### src/clkc_pkg.sv
// constants for the clock gating and alignment reference control block
// assumes a single 10 MHz system clock and a slow serial configuration port
`default_nettype none
package clkc_pkg;
  localparam int unsigned ADDR_W    = 15;
  localparam int unsigned DATA_W    = 8;
  localparam int unsigned INSTR_W   = 16;
  localparam int unsigned CNT_W     = 5;
  localparam logic [CNT_W-1:0] INSTR_LAST = 5'h0f;
  localparam logic [CNT_W-1:0] DATA_LAST  = 5'h07;

  // register offsets
  localparam logic [ADDR_W-1:0] CLK_CFG_ADDR   = 15'h0080;
  localparam logic [ADDR_W-1:0] ALIGN_CTL_ADDR = 15'h0081;

  // clock gating configuration fields
  localparam int unsigned ALL_CH_PD_BIT  = 5;
  localparam int unsigned CAL_PD_BIT     = 4;
  localparam int unsigned CLK_RX_PD_BIT  = 3;
  localparam int unsigned DUTY_EN_BIT    = 2;
  localparam int unsigned RF_ALIGN_BIT   = 1;
  localparam int unsigned RF_DIV2_BIT    = 0;
  localparam logic [DATA_W-1:0] CLK_CFG_RST  = 8'h3e;
  localparam logic [DATA_W-1:0] CLK_CFG_MASK = 8'h3f;

  // alignment reference receiver control fields
  localparam int unsigned ALIGN_PD_BIT   = 4;
  localparam int unsigned HYST_EN_BIT    = 3;
  localparam int unsigned EDGE_SEL_BIT   = 2;
  localparam logic [DATA_W-1:0] ALIGN_RST  = 8'h10;
  localparam logic [DATA_W-1:0] ALIGN_MASK = 8'h1c;

  // serial port sequencer states
  typedef enum logic [3:0] {
    ST_IDLE  = 4'b0001,
    ST_INSTR = 4'b0010,
    ST_DATA  = 4'b0100,
    ST_DONE  = 4'b1000
  } clkc_state_t;
endpackage
`default_nettype wire

### src/clkc_cfg_if.sv
// register access carrier between the serial port and the register file
// assumes both ends run on the system clock
`timescale 1ns/1ns
`default_nettype none
interface clkc_cfg_if;
  import clkc_pkg::*;
  logic [ADDR_W-1:0] addr;
  logic [DATA_W-1:0] wdata;
  logic              wr_stb;
  logic [DATA_W-1:0] rdata;
  modport port_side (output addr, output wdata, output wr_stb, input rdata);
  modport reg_side  (input addr, input wdata, input wr_stb, output rdata);
endinterface
`default_nettype wire

### src/clkc_spi_slave.sv
// serial configuration port: 16-bit instruction, one data byte, msb first
// assumes sclk is at most a quarter of the system clock, sampled on its rising edge
`timescale 1ns/1ns
`default_nettype none
module clkc_spi_slave
  import clkc_pkg::*;
(
  input  wire logic        sys_clk_in,
  input  wire logic        nrst_in,
  input  wire logic        sclk_in,
  input  wire logic        csb_n_in,
  input  wire logic        sdi_in,
  output logic             sdo_out,
  output logic             sdo_oe_out,
  clkc_cfg_if.port_side    bus
);
  logic [2:0]        sclk_q;
  logic [1:0]        csb_n_q, sdi_q;
  clkc_state_t       state_q, state_d;
  logic [CNT_W-1:0]  cnt_q, cnt_d;
  logic [INSTR_W-1:0] sh_q, sh_d;
  logic              rd_q, rd_d, load_q, load_d, wr_q, wr_d;
  logic [ADDR_W-1:0] addr_q, addr_d;
  logic [DATA_W-1:0] wdat_q, wdat_d, tx_q, tx_d;
  logic              sdo_q, sdo_d, oe_q, oe_d;
  logic              rise, fall;
  logic [INSTR_W-1:0] sh_in;

  // pin synchronisers; only stages past the first are looked at
  always_ff @(posedge sys_clk_in or negedge nrst_in) begin
    if (!nrst_in) begin
      sclk_q  <= 3'h0;
      csb_n_q <= 2'h3;
      sdi_q   <= 2'h0;
    end else begin
      sclk_q  <= {sclk_q[1:0], sclk_in};
      csb_n_q <= {csb_n_q[0], csb_n_in};
      sdi_q   <= {sdi_q[0], sdi_in};
    end
  end

  assign rise  = sclk_q[1] & ~sclk_q[2];
  assign fall  = ~sclk_q[1] & sclk_q[2];
  assign sh_in = {sh_q[INSTR_W-2:0], sdi_q[1]};

  // sequencer next state; write strobe only after the last data bit
  always_comb begin
    state_d = state_q;
    cnt_d   = cnt_q;
    sh_d    = sh_q;
    rd_d    = rd_q;
    addr_d  = addr_q;
    wdat_d  = wdat_q;
    wr_d    = 1'b0;
    load_d  = 1'b0;
    tx_d    = tx_q;
    sdo_d   = sdo_q;
    oe_d    = oe_q;
    if (load_q) begin
      tx_d = bus.rdata;
    end
    case (state_q)
      ST_IDLE: begin
        cnt_d = '0;
        oe_d  = 1'b0;
        if (!csb_n_q[1]) begin
          state_d = ST_INSTR;
        end
      end
      ST_INSTR: begin
        if (rise) begin
          sh_d  = sh_in;
          cnt_d = cnt_q + 5'h01;
          if (cnt_q == INSTR_LAST) begin
            rd_d    = sh_in[INSTR_W-1];
            addr_d  = sh_in[ADDR_W-1:0];
            load_d  = sh_in[INSTR_W-1];
            cnt_d   = '0;
            state_d = ST_DATA;
          end
        end
      end
      ST_DATA: begin
        oe_d = rd_q;
        if (fall && rd_q) begin
          sdo_d = tx_q[DATA_W-1];
          tx_d  = {tx_q[DATA_W-2:0], 1'b0};
        end
        if (rise) begin
          sh_d  = sh_in;
          cnt_d = cnt_q + 5'h01;
          if (cnt_q == DATA_LAST) begin
            wdat_d  = sh_in[DATA_W-1:0];
            wr_d    = ~rd_q;
            state_d = ST_DONE;
          end
        end
      end
      ST_DONE: begin
        // one byte per frame; extra clocks are ignored until deselect
        if (fall && rd_q) begin
          oe_d = 1'b0;
        end
      end
      default: state_d = ST_IDLE;
    endcase
    if (csb_n_q[1]) begin
      state_d = ST_IDLE;
      oe_d    = 1'b0;
      wr_d    = 1'b0;
    end
  end

  always_ff @(posedge sys_clk_in or negedge nrst_in) begin
    if (!nrst_in) begin
      state_q <= ST_IDLE;
      cnt_q   <= '0;
      sh_q    <= '0;
      rd_q    <= 1'b0;
      load_q  <= 1'b0;
      wr_q    <= 1'b0;
      addr_q  <= '0;
      wdat_q  <= '0;
      tx_q    <= '0;
      sdo_q   <= 1'b0;
      oe_q    <= 1'b0;
    end else begin
      state_q <= state_d;
      cnt_q   <= cnt_d;
      sh_q    <= sh_d;
      rd_q    <= rd_d;
      load_q  <= load_d;
      wr_q    <= wr_d;
      addr_q  <= addr_d;
      wdat_q  <= wdat_d;
      tx_q    <= tx_d;
      sdo_q   <= sdo_d;
      oe_q    <= oe_d;
    end
  end

  assign bus.addr   = addr_q;
  assign bus.wdata  = wdat_q;
  assign bus.wr_stb = wr_q;
  assign sdo_out    = sdo_q;
  assign sdo_oe_out = oe_q;
endmodule
`default_nettype wire

### src/clkc_clock_ctrl.sv
// clock gating and alignment reference control registers with their effects
// assumes a host on the serial configuration port and a raw reference pin
`timescale 1ns/1ns
`default_nettype none
module clkc_clock_ctrl
  import clkc_pkg::*;
(
  input  wire logic sys_clk_in,
  input  wire logic nrst_in,
  input  wire logic sclk_in,
  input  wire logic csb_n_in,
  input  wire logic sdi_in,
  input  wire logic align_ref_in,
  output logic      sdo_out,
  output logic      sdo_oe_out,
  output logic      all_channel_clock_powerdown_out,
  output logic      calibration_clock_powerdown_out,
  output logic      clock_receiver_powerdown_out,
  output logic      duty_cycle_enable_out,
  output logic      rf_chain_alignment_enable_out,
  output logic      rf_divide_by_two_enable_out,
  output logic      alignment_receiver_powerdown_out,
  output logic      hysteresis_enable_out,
  output logic      alignment_edge_select_out,
  output logic      sample_clk_en_out,
  output logic      calibration_clk_en_out,
  output logic      hysteresis_active_out,
  output logic      align_strobe_out
);
  clkc_cfg_if bus ();

  logic [DATA_W-1:0] clk_cfg_q, clk_cfg_d, align_q, align_d;
  logic [2:0]        ref_q;
  logic              div_q, div_d, smp_q, smp_d, cal_q, cal_d;
  logic              hys_q, hys_d, stb_q, stb_d;
  logic              ref_rise, ref_fall, rx_on;

  // address match, shared by read and write paths
  function automatic logic hit(input logic [ADDR_W-1:0] a, input logic [ADDR_W-1:0] r);
    hit = (a == r);
  endfunction

  clkc_spi_slave u_port (
    .sys_clk_in (sys_clk_in),
    .nrst_in    (nrst_in),
    .sclk_in    (sclk_in),
    .csb_n_in   (csb_n_in),
    .sdi_in     (sdi_in),
    .sdo_out    (sdo_out),
    .sdo_oe_out (sdo_oe_out),
    .bus        (bus.port_side)
  );

  // readback; unmapped addresses and left-out bits read zero
  always_comb begin
    if (hit(bus.addr, CLK_CFG_ADDR)) begin
      bus.rdata = clk_cfg_q & CLK_CFG_MASK;
    end else if (hit(bus.addr, ALIGN_CTL_ADDR)) begin
      bus.rdata = align_q & ALIGN_MASK;
    end else begin
      bus.rdata = '0;
    end
  end

  // register writes land only on the completed-byte strobe
  always_comb begin
    clk_cfg_d = clk_cfg_q;
    align_d   = align_q;
    if (bus.wr_stb && hit(bus.addr, CLK_CFG_ADDR)) begin
      clk_cfg_d = bus.wdata & CLK_CFG_MASK;
    end
    if (bus.wr_stb && hit(bus.addr, ALIGN_CTL_ADDR)) begin
      align_d = bus.wdata & ALIGN_MASK;
    end
  end

  // duty-cycle bit is stored as written; software must leave it at 1
  always_ff @(posedge sys_clk_in or negedge nrst_in) begin
    if (!nrst_in) begin
      clk_cfg_q <= CLK_CFG_RST;
      align_q   <= ALIGN_RST;
    end else begin
      clk_cfg_q <= clk_cfg_d;
      align_q   <= align_d;
    end
  end

  // reference pin synchroniser and edge detect on the later stages
  always_ff @(posedge sys_clk_in or negedge nrst_in) begin
    if (!nrst_in) begin
      ref_q <= 3'h0;
    end else begin
      ref_q <= {ref_q[1:0], align_ref_in};
    end
  end

  assign ref_rise = ref_q[1] & ~ref_q[2];
  assign ref_fall = ~ref_q[1] & ref_q[2];
  assign rx_on    = ~align_q[ALIGN_PD_BIT];

  // derived clock enables and alignment strobe
  always_comb begin
    div_d = 1'b0;
    smp_d = 1'b0;
    if (!clk_cfg_q[ALL_CH_PD_BIT] && !clk_cfg_q[CLK_RX_PD_BIT]) begin
      if (clk_cfg_q[RF_DIV2_BIT]) begin
        div_d = ~div_q;
        smp_d = div_q;
      end else begin
        smp_d = 1'b1;
      end
    end
    cal_d = ~clk_cfg_q[CAL_PD_BIT] & ~clk_cfg_q[CLK_RX_PD_BIT];
    hys_d = rx_on & align_q[HYST_EN_BIT];
    // a powered-down receiver sees no edges, so no strobe is raised
    stb_d = 1'b0;
    if (rx_on && clk_cfg_q[RF_ALIGN_BIT]) begin
      stb_d = align_q[EDGE_SEL_BIT] ? ref_rise : ref_fall;
    end
  end

  always_ff @(posedge sys_clk_in or negedge nrst_in) begin
    if (!nrst_in) begin
      div_q <= 1'b0;
      smp_q <= 1'b0;
      cal_q <= 1'b0;
      hys_q <= 1'b0;
      stb_q <= 1'b0;
    end else begin
      div_q <= div_d;
      smp_q <= smp_d;
      cal_q <= cal_d;
      hys_q <= hys_d;
      stb_q <= stb_d;
    end
  end

  // control bits leave straight from the register flops
  assign all_channel_clock_powerdown_out  = clk_cfg_q[ALL_CH_PD_BIT];
  assign calibration_clock_powerdown_out  = clk_cfg_q[CAL_PD_BIT];
  assign clock_receiver_powerdown_out     = clk_cfg_q[CLK_RX_PD_BIT];
  assign duty_cycle_enable_out            = clk_cfg_q[DUTY_EN_BIT];
  assign rf_chain_alignment_enable_out    = clk_cfg_q[RF_ALIGN_BIT];
  assign rf_divide_by_two_enable_out      = clk_cfg_q[RF_DIV2_BIT];
  assign alignment_receiver_powerdown_out = align_q[ALIGN_PD_BIT];
  assign hysteresis_enable_out            = align_q[HYST_EN_BIT];
  assign alignment_edge_select_out        = align_q[EDGE_SEL_BIT];
  assign sample_clk_en_out                = smp_q;
  assign calibration_clk_en_out           = cal_q;
  assign hysteresis_active_out            = hys_q;
  assign align_strobe_out                 = stb_q;
endmodule
`default_nettype wire

### config.mk
export PLATFORM = sky130hd
export DESIGN_NAME = clkc_clock_ctrl
export DESIGN_NICKNAME = d
export VERILOG_FILES = /design/src/clkc_pkg.sv /design/src/clkc_cfg_if.sv /design/src/clkc_spi_slave.sv /design/src/clkc_clock_ctrl.sv
export SDC_FILE = /design/constraint.sdc
export NUM_CORES = 1
export LEC_CHECK = 0
export BUFFER_PORTS_ARGS = -buffer_cell sky130_fd_sc_hd__buf_2
export CORE_MARGIN = 8
export CORE_UTILIZATION = 39
export DETAILED_ROUTE_END_ITERATION = 10
export PLACE_DENSITY = 0.56
export SYNTH_ARGS = -nofsm -noshare
export SYNTH_HDL_FRONTEND = slang
export SYNTH_SLANG_ARGS = --single-unit
### constraint.sdc
create_clock -name sys_clk_in -period 1.7 [get_ports sys_clk_in]
set_input_delay 0.255 -clock sys_clk_in [delete_from_list [all_inputs] [get_ports sys_clk_in]]
set_output_delay 0.255 -clock sys_clk_in [all_outputs]
set_load 0.005 [all_outputs]
==> parameters.txt, run 1 <==
Parameter                              Value

Status
  Status    complete, but fails checks
  Failing checks    negative setup slack

Logic synthesis
  Syn nets    roughly 260
  Warning count from the yosys run    0
  Top area cells in the synthesized netlist    dfrtp_1, mux2_2, dfstp_2
  Flop and latch count out of synthesis    between 80 and 90
  Leading area contributor after synthesis    dfrtp_1
  Area fraction of the dominant cell type after synthesis    0.527
  Netlist area before placement    approximately 3500 um2
  Mean Syn Cell Area    13.6 um2
  Post-synthesis cell count    around 250
  Distinct cell type count after synthesis    between 40 and 50
  Seq/Total Area, Yosys    0.596

Clock tree
  Maximum level of the CTS H-tree    3
  Max Buffers Root-to-Sink    2
  CTS tree    built
  Clock tree sinks    between 80 and 90
  Total CTS buffers    9
  Clk Latency, worst-skew pair    0.35 ns
  Root buffer cell    clkbuf_8
  Clock-pin slew on the worst setup and hold paths    ~0.09 ns

STA
  Final Hold Violating Endpoints    0
  Transition time at the pin with the least slew margin    between 0.3 and 0.4 ns
  Clock period minus final worst setup slack    about 1.7 ns
  Unrepaired setup endpoints after global routing    true
  Final max-slew violation count    0
  Final worst slack    -0.0170 ns
  Setup Skew    0.0122 ns
  Worst relative slew slack    0.773
  Final setup violating endpoints    2
  Maximum clock frequency    around 580 MHz
  Final critical-path share of the clock period    1.01
  Total Neg Setup Slack    -0.0326 ns

Finish
  Antenna Diode Count    0
  P&R area growth vs syn    23.4%
  Nets    between 300 and 400
  Post-layout utilization of the core    0.493
  Cell area after layout    roughly 4300 um2
  Fill count    slightly below 800
  Layout cell share with drive strength beyond 1    0.443

Route
  Number of DRC violations after detailed-routing iteration 0    47
  Total detailed-routing wirelength    about 6200 um
  DR vias/cell    roughly 4.9
  Number of nets with antenna violations after detailed routing    0
  Total number of vias    between 2000 and 2500
  Initial DRT Pass Iterations    4
  Final routed DRC violation total    0
  Routed WL per cell    about 15 um

Global route
  Global route overflow    0
  Antenna violations before repair    0
  Largest net degree at the start of global routing    34
  Gr usage total    0.109
  Global-route wire length before repair    around 10000 um
  Via count of the first global-routing pass    between 2000 and 2500

Pwr
  Share of power burned in the clock network    0.429
  Cell Int Power    between 0.003 and 0.004 W
  Leakage power    approximately 2 nW
  Pwr Density    about 940 nW/um2
  Overall power    around 0.0040 W
  Peak supply drop    0.000459 V
  Proportion of total power due to net switching    0.226
  Net switching component of the power    slightly above 0.0009 W
  Sequential fraction of design power    0.516
  Part of the power in combinational logic    0.055

Setup path
  Maximum single-stage delay on the critical path    around 0.36 ns
  Worst Setup End Kind    flop
  Critical-path top delay cell    dfrtp_1
  Crit path cell chain    ha_2 -> nand2_2 -> nor2_4 -> ha_4 -> and3_4 -> clkbuf_16 -> mux2_2
  Total buffers and inverters traversed by the critical path    1
  Worst-path maximum fanout    4
  Family with the most delay on the worst path    simple AND/OR/NAND/NOR gates
  WS Path Type    reg -> reg
  Required time of the critical path    around 1.9 ns
  Critical path startpoint category    flop
  Data arrival, critical path    around 2 ns

Worst hold path
  Path class of the lowest-slack min-delay path    in -> async

Floorplanning
  Chip Width    ~110 um
  Die Span Y    between 100 and 150 um
  Rows    34
  I/O pin count    21
  Area of the die    approximately 12000 um2
  Core area    between 8000 and 9000 um2
  Initial core utilization    0.399

Flow run
  Number of max-cap violations    0

Placement
  GPL Wtd Cong    between 0.7 and 0.8
  Buffers on Ports    20
  Placed Instance Area    ~3800 um2
  Post-detail-place hpwl    approximately 4200 um
## through the flow
step	setup WS, ns	instances	hold WS [ns]
after CTS	-0.0350	413	0.336
after floorplan	-0.0588	254	-0.0406
after global routing	-0.0851	417	0.359
after detailed placement	-0.0787	391	0.186
final	-0.0170	417	0.346
after global placement	-0.0626	391	0.186
## worst paths after layout
kind                                 endpoint             from  cells past startpoint  slack, ns
max                        u_port.bus.addr[1]  u_port.cnt_q[1]                      7      -0.02
min                          u_port.sclk_q[1]          nrst_in                      2       0.35
max reg2reg                u_port.bus.addr[1]  u_port.cnt_q[1]                      7      -0.02
min reg2reg                   u_port.sdi_q[1]  u_port.sdi_q[0]                      0       0.35
max in group asynchronous          align_q[4]          nrst_in                      3       0.81
min in group sys_clk_in       u_port.sdi_q[1]  u_port.sdi_q[0]                      0       0.35
## power groups by stage
stage,clock network (W),registers [W],logic (W)
finish,0.00172,0.00206,0.000220
global route,0.00185,0.00207,0.000249
CTS,0.00176,0.00206,0.000209
detailed placement,0,0.00210,0.000199
global placement,0,0.00210,0.000194
floorplan,0,0.00207,0.000129
## area by class of cell
cell class,count,area (um2),share of cell area
tap,108,135,0.0316
timing repair buffer,50,428,0.100
sequential,82,2060,0.483
multi-input combinational,153,1370,0.321
clock inverter,7,121,0.0284
inverter,8,30.0,0.00703
clock buffer,9,124,0.0290
## sequential cells by signal (all words and copies together), names as in the netlist, 2 cells and up
register	cells
u_port.tx_q	8
u_port.sdi_q	2
u_port.sh_q	15
align_q	3
ref_q	3
clk_cfg_q	6
u_port.cnt_q	5
u_port.bus.wdata	6
u_port.csb_n_q	2
u_port.sclk_q	3
u_port.bus.addr	15
u_port.state_q	4
## worst reg2reg max path, cell delays in order, from the launching register on
cell	delay, ns
dfrtp_1	0.36
ha_2	0.19
nand2_2	0.08
nor2_4	0.12
ha_4	0.14
and3_4	0.25
clkbuf_16	0.17
mux2_2	0.32
## repair_timing
action | in CTS | in global routing
endpoints found under the setup margin | 22 | 33
gates resized for setup | 5 | 17
buffers inserted | 0 | 3
gates cloned | 1 | 1
pin swaps | 0 | 3
endpoints found under the hold margin | 22 | 0
hold buffers | 5 | 0
## layout by cell type, fill, tap and decap left out, drive strengths merged, types with 3 or more instances in the layout
master,n
dlygate4sd3,5
o21ai,4
dfrtp,73
nand3b,3
nand3,9
a21oi,11
nand2,9
inv,11
mux2,50
nor4,4
nand2b,4
clkbuf,10
dfstp,9
nor4b,5
a31oi,6
nor2b,10
nor2,13
bufinv,3
ha,3
buf,44
## cells by family (layout without fill, tap and decap cells)
| logic type | after synthesis | count (layout) | share of synthesized area |
|---|---|---|---|
| buffers and inverters | 19 | 74 | 0.0368 |
| and+or+nand+nor | 67 | 67 | 0.124 |
| xor gates and xnor gates | 1 | 1 | 0.00253 |
| DFF | 82 | 82 | 0.596 |
| muxes | 51 | 51 | 0.175 |
| adders and majority gates | 3 | 3 | 0.0108 |
| AOI/OAI and AO/OA | 31 | 31 | 0.0553 |
## routing by layer
layer | track usage | part of all wire | up-vias
met5 | 0 | 0 | -
met4 | 0.0647 | 0.021 | 0
met3 | 0.0267 | 0.033 | 11
met2 | 0.165 | 0.48 | 21
met1 | 0.139 | 0.47 | 1013
li1 | - | - | 1007
## cell usage after synthesis (all sizes together)
master,n
a21o,1
a31oi,6
nand2b,4
a22oi,2
dfrtp,73
ha,3
nor2b,10
mux2i,1
nor3b,2
a211oi,1
nand3,9
o21bai,1
nand3b,3
o2bb2ai,1
nand2,9
and4,1
buf,10
o221ai,1
o2111ai,1
xor2,1
nor4b,5
nor4,4
inv,8
nor2,13
and3b,2
mux2,50
a21oi,11
and3,2
clkbuf,1
and2,1
nor3,2
dfstp,9
o22ai,1
a31o,1
o21ai,4
(Power assumes the default switching activity.)
==> run 2: changes to the inputs <==
--- a/config.mk
+++ b/config.mk
@@ -6,10 +6,12 @@
 export NUM_CORES = 1
 export LEC_CHECK = 0
 export BUFFER_PORTS_ARGS = -buffer_cell sky130_fd_sc_hd__buf_2
+export CELL_PAD_IN_SITES_DETAIL_PLACEMENT = 0
+export CELL_PAD_IN_SITES_GLOBAL_PLACEMENT = 1
 export CORE_MARGIN = 8
 export CORE_UTILIZATION = 39
 export DETAILED_ROUTE_END_ITERATION = 10
-export PLACE_DENSITY = 0.56
+export PLACE_DENSITY = 0.65
 export SYNTH_ARGS = -nofsm -noshare
 export SYNTH_HDL_FRONTEND = slang
 export SYNTH_SLANG_ARGS = --single-unit
==> parameters.txt, run 2 (synthesis results as in run 1) <==
Parameter                              Value

Status
  Status    complete, but fails checks
  Failing checks    negative setup slack

STA
  Unrepaired setup endpoints after global routing    true
  Final Hold Violating Endpoints    0 (unchanged)
  Clock period minus final worst setup slack    1.70 ns (-0.0133 ns)
  Final hold slack    0.0303 ns (-0.315 ns)
  Setup Skew    0.0159 ns (+0.00374 ns)
  Transition time at the pin with the least slew margin    0.398 ns (+0.0585 ns)
  Maximum clock frequency    587 MHz (+0.78%)
  Final worst slack    -0.00370 ns (+0.0133 ns)
  Final max-slew violation count    0 (unchanged)
  Final critical-path share of the clock period    1.00 (-0.00782)
  Worst relative slew slack    0.734 (-0.0390)
  Final setup violating endpoints    2 (unchanged)

Floorplanning
  I/O pin count    21 (unchanged)
  Initial core utilization    0.399 (unchanged)
  Area of the die    12200 um2 (unchanged)
  Core area    8680 um2 (unchanged)
  Rows    34 (unchanged)
  Chip Width    110 um (unchanged)
  Die Span Y    110 um (unchanged)

Route
  Final routed DRC violation total    0 (unchanged)
  Initial DRT Pass Iterations    4 (unchanged)
  Total detailed-routing wirelength    6480 um (+4.1%)
  Routed WL per cell    15.3 um (+2.6%)
  Number of nets with antenna violations after detailed routing    0 (unchanged)
  Total number of vias    2119 (+3.3%)
  DR vias/cell    5.01 (+1.8%)
  Number of DRC violations after detailed-routing iteration 0    72 (+53%)

Clock tree
  CTS tree    built
  Max Buffers Root-to-Sink    2 (unchanged)
  Clock tree sinks    82 (unchanged)
  Root buffer cell    clkbuf_8
  Clock-pin slew on the worst setup and hold paths    0.09 ns (about the same)
  Total CTS buffers    9 (unchanged)
  Clk Latency, worst-skew pair    0.35 ns (about the same)
  Maximum level of the CTS H-tree    3 (unchanged)

Finish
  Multi-input gate area    1370 um2 (about the same)
  Fill count    767 (-2.4%)
  Commonest cells after routing, fill and taps aside    dfrtp_1, mux2_2, buf_4
  Layout cell share with drive strength beyond 1    0.467 (+0.0233)
  Nets    319 (+1.9%)
  Most common cell after layout, fill and taps aside    dfrtp_1
  Antenna Diode Count    0 (unchanged)
  Layout Cells excl Fill    423 (+1.4%)
  Footprint of the flip-flops and latches    2060 um2 (about the same)
  P&R area growth vs syn    23.5%

Worst hold path
  Min-Delay Path Depth    1
  Path class of the lowest-slack min-delay path    in -> reg

Global route
  Global route overflow    0 (unchanged)
  Largest net degree at the start of global routing    37 (+8.8%)
  Global-route wire length before repair    10900 um (+7.9%)
  Antenna violations before repair    0 (unchanged)
  Via count of the first global-routing pass    2135 (+5.2%)
  Gr usage total    0.116 (+0.00682)

Pwr
  Part of the power in combinational logic    0.062 (+0.007)
  Peak supply drop    0.000437 V (-4.7%)
  Pwr Density    882 nW/um2 (-5.8%)
  Cell Int Power    0.00285 W (-8.0%)
  Net switching component of the power    0.000924 W (+2.2%)
  Proportion of total power due to net switching    0.245 (+0.0189)
  Sequential fraction of design power    0.547 (+0.031)
  Leakage power    2.07 nW (+0.90%)
  Overall power    0.00377 W (-5.7%)
  Share of power burned in the clock network    0.392 (-0.037)

Placement
  GPL Wtd Cong    0.733 (-2.9%)
  Buffers on Ports    20 (unchanged)
  Post-detail-place hpwl    4300 um (+2.6%)
  Placed cells    392 (+0.26%)

Setup path
  Depth of the worst register-to-register path    7 (unchanged)
  Worst-path maximum fanout    4 (unchanged)
  Critical path startpoint category    flop
  Data arrival, critical path    1.94 ns (-0.02 ns)
  Required time of the critical path    1.94 ns (about the same)
  WS Path Type    reg -> reg
  Worst Setup End Kind    flop

Flow run
  Number of max-cap violations    0 (unchanged)
[run 2: cell count changes in the layout (fill, tap and decap cells not counted), sizes merged]
cell	change
buf	+6
dlygate4sd3	-1
clkinv	-1
clkbuf	+2
bufinv	-2
clkinvlp	+2
[run 2: worst max-delay path, stage by stage (launching register included)]
cell	delay (ns)
dfrtp_1	0.37
ha_2	0.19
nand2_2	0.08
nor2_4	0.12
ha_4	0.15
and3_4	0.24
clkbuf_16	0.16
mux2_4	0.29
[run 2: final timing paths]
| path | from | endpoint | slack (ns) |
|---|---|---|---|
| min in group asynchronous | nrst_in | u_port.cnt_q[0] | 0.37 |
| max in group asynchronous | nrst_in | u_port.tx_q[2] | 0.74 |
| min reg2reg | u_port.sdi_q[0] | u_port.sdi_q[1] | 0.36 |
| min | sclk_in | u_port.sclk_q[0] | 0.03 |
| max reg2reg | u_port.cnt_q[0] | u_port.bus.addr[3] | -0.004 |
| max | u_port.cnt_q[0] | u_port.bus.addr[3] | -0.004 |
[run 2: per-stage QoR]
stage,setup slack (ns),cell area (um2),setup TNS [ns],utilization
4_1_cts,-0.0293,4160,-0.0587,0.479
3_3_place_gp,-0.0199,3810,-0.0201,0.439
2_1_floorplan,-0.0588,3470,-0.529,-
3_5_place_dp,-0.0263,3810,-0.159,0.439
6_report,-0.00370,4280,-0.00630,0.493
5_1_grt,-0.0690,4280,-1.23,0.493
[run 2: layout make-up]
type                            instances  share of cell area
Inverter                                8             0.00702
Clock inverter                          6              0.0167
Clock buffer                           10              0.0322
Sequential cell                        82               0.482
Multi-Input combinational cell        153               0.320
Tap cell                              108              0.0316
Timing Repair Buffer                   56               0.110
[run 2: per-layer routing]
metal,share of wire,up-vias,wire [um],track usage
met2,0.47,25,3060,0.169
li1,-,1019,-,-
met5,0,-,0,0
met3,0.032,6,207,0.0297
met4,0.012,0,79,0.0485
met1,0.48,1069,3130,0.160
[run 2: timing repair]
action,CTS,global route
hold buffers,4,0
gates cloned,1,1
setup buffers,5,5
hold endpoints to repair,21,0
pin swaps,1,8
gates resized for setup,10,16
setup endpoints to repair,18,37
[run 2: power by group through the flow]
stage                     Sequential (W)  Clock, W  Combinational [W]
after floorplan                  0.00207         0           0.000129
after global placement           0.00210         0           0.000190
after detailed placement         0.00210         0           0.000192
after CTS                        0.00207   0.00154           0.000201
after global routing             0.00207   0.00162           0.000265
final                            0.00206   0.00148           0.000233
